### src/hfr_pkg.sv
package hfr_pkg;
	// frame type codes
	localparam logic [7:0] FT_IMMED = 8'h08;
	localparam logic [7:0] FT_QUEUED = 8'h09;
	localparam logic [7:0] FT_TX = 8'h10;
	localparam logic [7:0] FT_CMD_RESP = 8'h88;
	// framing and escape bytes
	localparam logic [7:0] DELIM = 8'h7E;
	localparam logic [7:0] ESC = 8'h7D;
	localparam logic [7:0] XON = 8'h11;
	localparam logic [7:0] XOFF = 8'h13;
	localparam logic [7:0] ESC_XOR = 8'h20;
	localparam logic [7:0] CHK_BASE = 8'hFF;
	localparam logic [15:0] TX_RESERVED = 16'hFFFE;
	localparam logic [63:0] BCAST_ADDR = 64'h0000_0000_0000_FFFF;
	// absolute frame offsets
	localparam logic [15:0] OFF_BODY = 16'h0003;
	localparam logic [15:0] OFF_ID = 16'h0004;
	localparam logic [15:0] OFF_CMD = 16'h0005;
	localparam logic [15:0] OFF_PARAM = 16'h0007;
	localparam logic [15:0] OFF_DEST = 16'h0005;
	localparam logic [15:0] OFF_RSVD = 16'h000D;
	localparam logic [15:0] OFF_RADIUS = 16'h000F;
	localparam logic [15:0] OFF_OPTS = 16'h0010;
	localparam logic [15:0] OFF_PAYLOAD = 16'h0011;
	localparam logic [15:0] BODY_CMD_FIXED = 16'h0004;
	localparam logic [15:0] BODY_TX_FIXED = 16'h000E;
	localparam logic [2:0] PARAM_MAX = 3'h4;
	// request kinds held in the control register
	localparam logic [1:0] KIND_QUEUED = 2'h0;
	localparam logic [1:0] KIND_IMMED = 2'h1;
	localparam logic [1:0] KIND_TX = 2'h2;
	// register byte offsets
	localparam logic [11:0] REG_CTRL = 12'h000;
	localparam logic [11:0] REG_STATUS = 12'h004;
	localparam logic [11:0] REG_FRAME_ID = 12'h008;
	localparam logic [11:0] REG_CMD = 12'h00C;
	localparam logic [11:0] REG_PARAM = 12'h010;
	localparam logic [11:0] REG_PARAM_LEN = 12'h014;
	localparam logic [11:0] REG_DEST_HI = 12'h018;
	localparam logic [11:0] REG_DEST_LO = 12'h01C;
	localparam logic [11:0] REG_TXCFG = 12'h020;
	localparam logic [11:0] REG_PAY_LEN = 12'h024;
	localparam logic [11:0] REG_RESP_INFO = 12'h028;
	localparam logic [11:0] REG_RESP_DATA = 12'h02C;
	localparam logic [11:0] REG_RESP_LEN = 12'h030;
	localparam logic [11:0] REG_PAYLOAD = 12'h100;
	localparam logic [1:0] AXI_OKAY = 2'h0;

	typedef struct packed {
		logic [7:0] frame_id;
		logic [15:0] cmd;
		logic [7:0] status;
		logic [31:0] data;
		logic [2:0] data_len;
	} hfr_resp_s;

	function automatic logic needs_escape(input logic [7:0] b);
		return (b == DELIM) || (b == ESC) || (b == XON) || (b == XOFF);
	endfunction
endpackage

### src/hfr_esc_tx.sv
`timescale 1ns/1ps
module hfr_esc_tx
	import hfr_pkg::*;
(
	input wire logic clock,
	input wire logic rst_n,
	input wire logic esc_en,
	input wire logic [7:0] in_byte,
	input wire logic in_first,
	input wire logic in_valid,
	output logic in_ready,
	output logic [7:0] out_data,
	output logic out_valid,
	input wire logic out_ready
);
	logic pend;
	logic [7:0] pend_byte;
	logic free;

	assign free = !out_valid || out_ready;
	assign in_ready = !pend && free;

	always_ff @(posedge clock)
	begin
		if (!rst_n)
		begin
			out_valid <= 1'b0;
			out_data <= 8'h00;
			pend <= 1'b0;
			pend_byte <= 8'h00;
		end
		else if (free)
		begin
			if (pend)
			begin
				out_data <= pend_byte;
				out_valid <= 1'b1;
				pend <= 1'b0;
			end
			else if (in_valid)
			begin
				out_valid <= 1'b1;
				// the start delimiter itself is never escaped
				if (esc_en && !in_first && needs_escape(in_byte))
				begin
					out_data <= ESC;
					pend <= 1'b1;
					pend_byte <= in_byte ^ ESC_XOR;
				end
				else
					out_data <= in_byte;
			end
			else
				out_valid <= 1'b0;
		end
	end
endmodule

### src/hfr_host.sv
// The placing of the registers and the AXI4-Lite interface to the registers were left to the implementer.
`timescale 1ns/1ps
//Operation
// - queued parameter request carries frame type 0x09.
// - offset 4 is a correlation id; zero suppresses the response.
// - offsets 5-6 hold ASCII command name, value from offset 7.
// - broadcast uses all-nodes address, unicast the node's 64-bit address.
// - destination at offsets 5-12, most significant byte first.
// - host fills offsets 13-14 with 0xFFFE.
// - options byte at offset 16, unused bits driven to zero.
// - payload from offset 17, no longer than the maximum payload size.
// - checksum is 0xFF minus low byte of sum of body bytes.
// - escaped mode sends 0x7D then byte XOR 0x20.
module hfr_host
	import hfr_pkg::*;
#(
	parameter int MAX_PAYLOAD = 64,
	parameter logic [7:0] OPT_USED_MASK = 8'hFF
)
(
	input wire logic clock,
	input wire logic rst_n,
	input wire logic [11:0] s_axi_awaddr,
	input wire logic s_axi_awvalid,
	output logic s_axi_awready,
	input wire logic [31:0] s_axi_wdata,
	input wire logic [3:0] s_axi_wstrb,
	input wire logic s_axi_wvalid,
	output logic s_axi_wready,
	output logic [1:0] s_axi_bresp,
	output logic s_axi_bvalid,
	input wire logic s_axi_bready,
	input wire logic [11:0] s_axi_araddr,
	input wire logic s_axi_arvalid,
	output logic s_axi_arready,
	output logic [31:0] s_axi_rdata,
	output logic [1:0] s_axi_rresp,
	output logic s_axi_rvalid,
	input wire logic s_axi_rready,
	output logic [7:0] tx_data,
	output logic tx_valid,
	input wire logic tx_ready,
	input wire logic [7:0] rx_data,
	input wire logic rx_valid
);
	localparam int PIW = $clog2(MAX_PAYLOAD);

	typedef enum {S_IDLE, S_DELIM, S_LEN_HI, S_LEN_LO, S_BODY, S_CHK} hfr_state_e;

	function automatic logic [31:0] merge(input logic [31:0] old, input logic [31:0] nw,
		input logic [3:0] strb);
		logic [31:0] r;
		r = old;
		for (int i = 0; i < 4; i++)
		begin
			if (strb[i])
				r[i*8 +: 8] = nw[i*8 +: 8];
		end
		return r;
	endfunction

	// axi write side
	logic aw_hold;
	logic w_hold;
	logic [11:0] aw_addr;
	logic [31:0] w_data;
	logic [3:0] w_strb;
	logic do_write;

	// control and configuration
	hfr_state_e state;
	logic [1:0] kind;
	logic esc_en;
	logic bcast;
	logic start_req;
	logic [7:0] frame_id;
	logic [15:0] cmd_name;
	logic [31:0] param;
	logic [2:0] param_len;
	logic [63:0] dest;
	logic [7:0] radius;
	logic [7:0] options;
	logic [15:0] pay_len;
	logic [7:0] payload_mem [MAX_PAYLOAD];
	logic req_err;
	logic resp_done;
	logic chk_err;
	logic awaiting;
	logic [7:0] wait_id;
	hfr_resp_s resp_q;

	// sequencer
	logic bad_req;
	logic start_ok;
	logic [15:0] body_len;
	logic [15:0] body_cnt;
	logic [15:0] off;
	logic [7:0] sum;
	logic [7:0] body_byte;
	logic [7:0] raw_byte;
	logic raw_valid;
	logic raw_ready;
	logic [2:0] p_sh;
	logic [2:0] d_sh;
	logic [63:0] dest_eff;

	// receive side
	logic resp_stb;
	logic resp_ok;
	hfr_resp_s resp;

	assign s_axi_awready = !aw_hold && !s_axi_bvalid;
	assign s_axi_wready = !w_hold && !s_axi_bvalid;
	assign s_axi_arready = !s_axi_rvalid;
	assign s_axi_bresp = AXI_OKAY;
	assign s_axi_rresp = AXI_OKAY;
	assign do_write = aw_hold && w_hold;

	always_ff @(posedge clock)
	begin
		if (!rst_n)
		begin
			aw_hold <= 1'b0;
			w_hold <= 1'b0;
			aw_addr <= 12'h000;
			w_data <= 32'h0000_0000;
			w_strb <= 4'h0;
			s_axi_bvalid <= 1'b0;
		end
		else
		begin
			if (s_axi_awvalid && s_axi_awready)
			begin
				aw_hold <= 1'b1;
				aw_addr <= s_axi_awaddr;
			end
			if (s_axi_wvalid && s_axi_wready)
			begin
				w_hold <= 1'b1;
				w_data <= s_axi_wdata;
				w_strb <= s_axi_wstrb;
			end
			if (do_write)
			begin
				aw_hold <= 1'b0;
				w_hold <= 1'b0;
				s_axi_bvalid <= 1'b1;
			end
			else if (s_axi_bready)
				s_axi_bvalid <= 1'b0;
		end
	end

	// config is frozen while a frame is on the wire, writes then are dropped
	always_ff @(posedge clock)
	begin
		start_req <= 1'b0;
		if (!rst_n)
		begin
			kind <= KIND_QUEUED;
			esc_en <= 1'b0;
			bcast <= 1'b0;
			frame_id <= 8'h00;
			cmd_name <= 16'h0000;
			param <= 32'h0000_0000;
			param_len <= 3'h0;
			dest <= 64'h0000_0000_0000_0000;
			radius <= 8'h00;
			options <= 8'h00;
			pay_len <= 16'h0000;
		end
		else if (do_write && state == S_IDLE && !start_req)
		begin
			case (aw_addr)
				REG_CTRL:
				begin
					if (w_strb[0])
					begin
						start_req <= w_data[0];
						kind <= w_data[2:1];
						esc_en <= w_data[3];
						bcast <= w_data[4];
					end
				end
				REG_FRAME_ID: frame_id <= 8'(merge(32'(frame_id), w_data, w_strb));
				REG_CMD: cmd_name <= 16'(merge(32'(cmd_name), w_data, w_strb));
				REG_PARAM: param <= merge(param, w_data, w_strb);
				REG_PARAM_LEN: param_len <= 3'(merge(32'(param_len), w_data, w_strb));
				REG_DEST_HI: dest[63:32] <= merge(dest[63:32], w_data, w_strb);
				REG_DEST_LO: dest[31:0] <= merge(dest[31:0], w_data, w_strb);
				REG_TXCFG: {options, radius} <= 16'(merge({16'h0000, options, radius}, w_data,
					w_strb));
				REG_PAY_LEN: pay_len <= 16'(merge(32'(pay_len), w_data, w_strb));
				default: ;
			endcase
		end
	end

	always_ff @(posedge clock)
	begin
		if (do_write && state == S_IDLE && aw_addr[11:8] == REG_PAYLOAD[11:8] && w_strb[0]
			&& 32'(aw_addr[7:2]) < MAX_PAYLOAD)
			payload_mem[PIW'(aw_addr[7:2])] <= w_data[7:0];
	end

	// a payload beyond the device limit or a parameter wider than 4 bytes is refused
	assign bad_req = (kind == KIND_TX) ? (32'(pay_len) > MAX_PAYLOAD)
		: ((kind != KIND_QUEUED && kind != KIND_IMMED) || param_len > PARAM_MAX);
	assign start_ok = start_req && !bad_req;
	assign body_len = (kind == KIND_TX) ? BODY_TX_FIXED + pay_len
		: BODY_CMD_FIXED + 16'(param_len);

	assign off = body_cnt + OFF_BODY;
	assign p_sh = param_len - 3'h1 - 3'(off - OFF_PARAM);
	assign d_sh = 3'h7 - 3'(off - OFF_DEST);
	assign dest_eff = bcast ? BCAST_ADDR : dest;

	always_comb
	begin
		body_byte = 8'h00;
		if (off == OFF_BODY)
			body_byte = (kind == KIND_TX) ? FT_TX : ((kind == KIND_IMMED) ? FT_IMMED
				: FT_QUEUED);
		else if (off == OFF_ID)
			body_byte = frame_id;
		else if (kind != KIND_TX)
		begin
			if (off == OFF_CMD)
				body_byte = cmd_name[15:8];
			else if (off == OFF_CMD + 16'h0001)
				body_byte = cmd_name[7:0];
			else
				body_byte = 8'(param >> {p_sh, 3'b000});
		end
		else if (off < OFF_RSVD)
			body_byte = 8'(dest_eff >> {d_sh, 3'b000});
		else if (off == OFF_RSVD)
			body_byte = TX_RESERVED[15:8];
		else if (off == OFF_RSVD + 16'h0001)
			body_byte = TX_RESERVED[7:0];
		else if (off == OFF_RADIUS)
			body_byte = radius;
		else if (off == OFF_OPTS)
			body_byte = options & OPT_USED_MASK;
		else
			body_byte = payload_mem[PIW'(off - OFF_PAYLOAD)];
	end

	always_comb
	begin
		case (state)
			S_DELIM: raw_byte = DELIM;
			S_LEN_HI: raw_byte = body_len[15:8];
			S_LEN_LO: raw_byte = body_len[7:0];
			S_BODY: raw_byte = body_byte;
			S_CHK: raw_byte = CHK_BASE - sum;
			default: raw_byte = 8'h00;
		endcase
	end
	assign raw_valid = (state != S_IDLE);

	always_ff @(posedge clock)
	begin
		if (!rst_n)
		begin
			state <= S_IDLE;
			body_cnt <= 16'h0000;
			sum <= 8'h00;
		end
		else
		begin
			case (state)
				S_IDLE:
				begin
					body_cnt <= 16'h0000;
					sum <= 8'h00;
					if (start_ok)
						state <= S_DELIM;
				end
				S_DELIM: if (raw_ready) state <= S_LEN_HI;
				S_LEN_HI: if (raw_ready) state <= S_LEN_LO;
				S_LEN_LO: if (raw_ready) state <= S_BODY;
				S_BODY:
				begin
					if (raw_ready)
					begin
						sum <= sum + body_byte;
						body_cnt <= body_cnt + 16'h0001;
						if (body_cnt == body_len - 16'h0001)
							state <= S_CHK;
					end
				end
				S_CHK: if (raw_ready) state <= S_IDLE;
				default: state <= S_IDLE;
			endcase
		end
	end

	hfr_esc_tx u_esc
	(
		.clock(clock),
		.rst_n(rst_n),
		.esc_en(esc_en),
		.in_byte(raw_byte),
		.in_first(state == S_DELIM),
		.in_valid(raw_valid),
		.in_ready(raw_ready),
		.out_data(tx_data),
		.out_valid(tx_valid),
		.out_ready(tx_ready)
	);

	hfr_rx_parse u_rx
	(
		.clock(clock),
		.rst_n(rst_n),
		.esc_en(esc_en),
		.rx_data(rx_data),
		.rx_valid(rx_valid),
		.resp_stb(resp_stb),
		.resp_ok(resp_ok),
		.resp(resp)
	);

	// sticky status, a hardware set in the same cycle as a clear wins
	always_ff @(posedge clock)
	begin
		if (!rst_n)
		begin
			req_err <= 1'b0;
			resp_done <= 1'b0;
			chk_err <= 1'b0;
			awaiting <= 1'b0;
			wait_id <= 8'h00;
			resp_q <= '0;
		end
		else
		begin
			if (do_write && aw_addr == REG_STATUS && w_strb[0])
			begin
				if (w_data[1])
					resp_done <= 1'b0;
				if (w_data[2])
					chk_err <= 1'b0;
				if (w_data[3])
					req_err <= 1'b0;
			end
			if (start_req && bad_req)
				req_err <= 1'b1;
			// id zero means the device stays silent, so nothing is awaited
			if (state == S_CHK && raw_ready)
			begin
				awaiting <= (frame_id != 8'h00) && (kind != KIND_TX);
				wait_id <= frame_id;
			end
			if (resp_stb && !resp_ok)
				chk_err <= 1'b1;
			if (resp_stb && resp_ok)
			begin
				resp_q <= resp;
				resp_done <= 1'b1;
				if (resp.frame_id == wait_id)
					awaiting <= 1'b0;
			end
		end
	end

	always_ff @(posedge clock)
	begin
		if (!rst_n)
		begin
			s_axi_rvalid <= 1'b0;
			s_axi_rdata <= 32'h0000_0000;
		end
		else if (s_axi_arvalid && s_axi_arready)
		begin
			s_axi_rvalid <= 1'b1;
			case (s_axi_araddr)
				REG_CTRL: s_axi_rdata <= {27'h0, bcast, esc_en, kind, 1'b0};
				REG_STATUS: s_axi_rdata <= {27'h0, awaiting, req_err, chk_err, resp_done,
					state != S_IDLE};
				REG_FRAME_ID: s_axi_rdata <= {24'h0, frame_id};
				REG_CMD: s_axi_rdata <= {16'h0, cmd_name};
				REG_PARAM: s_axi_rdata <= param;
				REG_PARAM_LEN: s_axi_rdata <= {29'h0, param_len};
				REG_DEST_HI: s_axi_rdata <= dest[63:32];
				REG_DEST_LO: s_axi_rdata <= dest[31:0];
				REG_TXCFG: s_axi_rdata <= {16'h0, options, radius};
				REG_PAY_LEN: s_axi_rdata <= {16'h0, pay_len};
				REG_RESP_INFO: s_axi_rdata <= {resp_q.status, resp_q.cmd, resp_q.frame_id};
				REG_RESP_DATA: s_axi_rdata <= resp_q.data;
				REG_RESP_LEN: s_axi_rdata <= {29'h0, resp_q.data_len};
				default: s_axi_rdata <= 32'h0000_0000;
			endcase
		end
		else if (s_axi_rready)
			s_axi_rvalid <= 1'b0;
	end
endmodule

### src/hfr_rx_parse.sv
`timescale 1ns/1ps
module hfr_rx_parse
	import hfr_pkg::*;
(
	input wire logic clock,
	input wire logic rst_n,
	input wire logic esc_en,
	input wire logic [7:0] rx_data,
	input wire logic rx_valid,
	output logic resp_stb,
	output logic resp_ok,
	output hfr_resp_s resp
);
	typedef enum {R_HUNT, R_LEN_HI, R_LEN_LO, R_BODY, R_CHK} hfr_rx_e;
	hfr_rx_e state;
	logic esc_pend;
	logic restart;
	logic got;
	logic [7:0] b;
	logic [7:0] ftype;
	logic [7:0] sum;
	logic [15:0] len;
	logic [15:0] idx;

	// in escaped mode a bare delimiter always resynchronises
	assign restart = rx_valid && (rx_data == DELIM) && (esc_en || state == R_HUNT);
	assign got = rx_valid && !restart && !(esc_en && rx_data == ESC);
	assign b = esc_pend ? (rx_data ^ ESC_XOR) : rx_data;

	always_ff @(posedge clock)
	begin
		if (!rst_n || restart)
			esc_pend <= 1'b0;
		else if (rx_valid && esc_en && rx_data == ESC)
			esc_pend <= 1'b1;
		else if (got)
			esc_pend <= 1'b0;
	end

	always_ff @(posedge clock)
	begin
		resp_stb <= 1'b0;
		if (!rst_n)
		begin
			state <= R_HUNT;
			resp_ok <= 1'b0;
			resp <= '0;
			ftype <= 8'h00;
			sum <= 8'h00;
			len <= 16'h0000;
			idx <= 16'h0000;
		end
		else if (restart)
			state <= R_LEN_HI;
		else if (got)
		begin
			case (state)
				R_LEN_HI:
				begin
					len[15:8] <= b;
					state <= R_LEN_LO;
				end
				R_LEN_LO:
				begin
					len[7:0] <= b;
					idx <= 16'h0000;
					sum <= 8'h00;
					// bytes of an older response must not leak into this one
					resp.data <= 32'h0000_0000;
					resp.data_len <= 3'h0;
					state <= ({len[15:8], b} == 16'h0000) ? R_HUNT : R_BODY;
				end
				R_BODY:
				begin
					sum <= sum + b;
					idx <= idx + 16'h0001;
					case (idx)
						16'h0000: ftype <= b;
						16'h0001: resp.frame_id <= b;
						16'h0002: resp.cmd[15:8] <= b;
						16'h0003: resp.cmd[7:0] <= b;
						16'h0004: resp.status <= b;
						default:
						begin
							resp.data <= {resp.data[23:0], b};
							if (resp.data_len != PARAM_MAX)
								resp.data_len <= resp.data_len + 3'h1;
						end
					endcase
					if (idx == len - 16'h0001)
						state <= R_CHK;
				end
				R_CHK:
				begin
					resp_stb <= (ftype == FT_CMD_RESP);
					resp_ok <= (8'(sum + b) == CHK_BASE);
					state <= R_HUNT;
				end
				default: state <= R_HUNT;
			endcase
		end
	end
endmodule
### config.mk
export PLATFORM = sky130hd
export DESIGN_NAME = hfr_host
export DESIGN_NICKNAME = d
export VERILOG_FILES = /design/src/hfr_pkg.sv /design/src/hfr_esc_tx.sv /design/src/hfr_host.sv /design/src/hfr_rx_parse.sv
export SDC_FILE = /design/constraint.sdc
export NUM_CORES = 2
export LEC_CHECK = 0
export ABC_AREA = 1
export BUFFER_PORTS_ARGS = -buffer_cell sky130_fd_sc_hd__clkbuf_2
export CAP_MARGIN = 20
export CORE_MARGIN = 2
export CORE_UTILIZATION = 58
export CTS_BUF_LIST = sky130_fd_sc_hd__clkbuf_2
export CTS_CLUSTER_DIAMETER = 80
export DETAILED_ROUTE_END_ITERATION = 16
export PLACE_DENSITY = 0.77
export SKIP_CTS_REPAIR_TIMING = 1
export SLEW_MARGIN = 10
export SYNTH_ARGS = -nofsm -noshare
export SYNTH_HDL_FRONTEND = slang
export SYNTH_SLANG_ARGS = --single-unit
### constraint.sdc
create_clock -name clock -period 6.25 [get_ports clock]
set_clock_uncertainty 0.15 [all_clocks]
set_input_delay 0.9375 -clock clock [delete_from_list [all_inputs] [get_ports clock]]
set_output_delay 0.9375 -clock clock [all_outputs]
set_load 0.01 [all_outputs]
==> results.json <==
{
  "io_pins": 127,
  "core_area_mm2": 0.0761,
  "wl_per_cell_um": 20.9,
  "dieHeight_um": 282,
  "grt_max_degree": 198,
  "grt-ovfl-total": 0,
  "max_freq_ghz": 0.184,
  "timing.rr.end": "sum[7]",
  "rsz0062_at_grt": "false",
  "gp_congestion": 0.999,
  "arrival_ps": 6730,
  "antenna_left": 0,
  "vias": 39497,
  "worst_pin_slew_ps": 1140,
  "setup-tns-final_ps": 0,
  "wl_um": 139000,
  "powerDensity_mw_per_mm2": 308,
  "chipWidth_um": 282,
  "synth_top_cells_by_area": "edfxtp_1 34%, dfxtp_1 22%, nand2_1 6.6%",
  "clk_pin_slew_ps": 120,
  "layout-drive-gt1-share_pct": 11.5,
  "n_fill_cell": 6329,
  "syn_to_final_growth_pct": 11.3,
  "status": "completed",
  "hold_class": "primary input to register",
  "cts_tree": "yes",
  "avgViaCountPerCell": 5.95,
  "yosysSeqAreaShare_pct": 56.3,
  "yosysWarnings": 0,
  "synth_edf_count": 512,
  "h-tree-depth": 4,
  "clkLatencyLatePin_ps": 1610,
  "worstSetupEndpointType": "register",
  "dpl.hpwl_um": 88000,
  "relSlewSlack_pct": 23.9,
  "synthArstFlopShare_pct": 0,
  "synth_top_flop_cell": "edfxtp_1",
  "critical_path_required_ps": 7560,
  "synth-seq-cells": 1001,
  "layout_min_cycle_time_ps": 5420,
  "rrSetupSlack_ps": 830,
  "grt_pass1_wl_um": 202000,
  "place_area_mm2": 0.0461,
  "cts_made_buffers": 241,
  "grt_pass1_vias": 34849,
  "ir_drop_v": 0.000250,
  "synth_most_common_cell": "nand2_1",
  "r2r_start": "body_cnt[1]",
  "slew_violations": 0,
  "setup_viol": 0,
  "yosys-top-cells-count": "790 x nand2_1, 712 x nor2_1, 543 x o21ai_0",
  "crit_slowest_cell": "dfxtp_1",
  "start_kind": "register",
  "grt.total_usage_pct": 33.3,
  "drv_cap": 0,
  "rows": 101,
  "yosys.cell_types.count": 59,
  "cts_root_buffer": "clkbuf_2",
  "synthCells": 5104,
  "reg2regPathDepth": 29,
  "die_area_mm2": 0.0793,
  "fin_hold_ws_ps": 12.1,
  "endpoint": "sum[7]",
  "drc": 0,
  "finalWorstSetupSlack_ps": 829,
  "clockBufferDepth": 3,
  "fin_area_mm2": 0.0497,
  "yosysTopAreaCell": "edfxtp_1",
  "synth_top_area_share_pct": 34.4,
  "hold_viol": 0,
  "crit_path_start": "body_cnt[1]",
  "leakagePower_nw": 18.7,
  "final_net_count": 5513,
  "timing.final.crit_share_pct": 86.7,
  "syn_area_mm2": 0.0447,
  "clock_sinks": 1001,
  "cp_max_fo": 12,
  "cpPeakStageDelay_ps": 500,
  "crit_top_cell": "nor2_1",
  "drt_iter0_drc": 5462,
  "synth.avg_cell_area_um2": 8.75,
  "io_buffer_count": 122,
  "grt_antenna_before_repair": 5,
  "critPathKind": "register to register",
  "first_pass_iters": 9,
  "initial_core_util_pct": 58.7,
  "dpl_worst_slack_ps": 987
}
-- cells in the final DEF, fill, tap and decap left out, types with 9 or more instances in the layout --
cell type,count
a211oi_1,86
a21oi_1,406
a221oi_1,9
a22oi_1,40
a31oi_1,14
buf_4,58
clkbuf_2,478
clkinv_1,82
dfxtp_1,480
dlygate4sd3_1,133
edfxtp_1,512
ha_1,33
inv_1,409
inv_2,13
nand2_1,787
nand2_2,11
nand3_1,344
nand4_1,33
nor2_1,710
nor3_1,41
nor4_1,16
o211ai_1,55
o21ai_0,543
o21ai_1,11
o22ai_1,69
o31ai_1,16
xnor2_1,13
xor2_1,54
-- layer usage --
metal  wire, um  global-route usage [%]
met3      16000                    7.76
met1      57700                    49.0
met5          0                       0
met4       4700                    11.9
met2      60800                    48.2
-- stage by stage --
stage / power (mW) / instances / utilization (%)
after global placement: 10.8 / 6047 / 60.5
after CTS: 15.1 / 6493 / 63.5
final: 15.3 / 6641 / 65.4
after floorplan: 9.64 / 5107 / -
after global routing: 16.0 / 6638 / 65.4
after detailed placement: 10.9 / 6047 / 60.5
-- logic make-up after synthesis --
group	synth area share, %
XOR/XNOR	1.31
buffers and inverters	6.28
flip-flops	56.3
AND/OR/NAND/NOR	18.7
other	0.00839
AO/OA/AOI/OAI	16.3
adder cells (fa/ha/maj)	1.01
-- layout make-up --
type / instances / area (um^2) / share of cell area, %
inverter: 436 / 1650 / 3.32
clock buffer: 357 / 1790 / 3.59
sequential: 1001 / 25200 / 50.6
multi-input combinational: 3397 / 16800 / 33.7
tap: 1030 / 1290 / 2.59
clock inverter: 89 / 453 / 0.911
antenna: 7 / 17.5 / 0.0352
timing repair buffer: 324 / 2600 / 5.22
-- worst min path at each step --
stage	to	from	cells after the start
after floorplan	resp_q[6]	resp_q[6]	2
after global placement	resp_q[26]	resp_q[26]	2
after detailed placement	resp_q[22]	resp_q[22]	2
after CTS	s_axi_bvalid	s_axi_bready	4
after global routing	s_axi_rdata[13]	s_axi_araddr[3]	7
final	s_axi_rdata[13]	s_axi_araddr[3]	7
-- report_power, final --
group	total (mW)	switching [mW]	internal (mW)
sequential	7.10	0.0807	7.02
clock	4.38	2.78	1.60
combinational	3.86	2.73	1.13
-- worst max-delay path: cells and delay by family, from the launching register on --
kind            cells  cell delay, ps
simple gates       19            2730
flops               1             500
fa+ha+maj           2             570
compound gates      3             710
buf+inv             3             320
xor+xnor            2             340
-- flip-flops by register name, indices dropped and copies added, names as in the netlist, 12 cells and up --
name and flops:
param 32, payload_mem 512, w_data 32, s_axi_rdata 32
aw_addr 12, body_cnt 16, dest 64, u_rx.resp 67
u_rx.len 16, u_rx.idx 16, pay_len 16, cmd_name 16
resp_q 67
(Power assumes the default switching activity.)
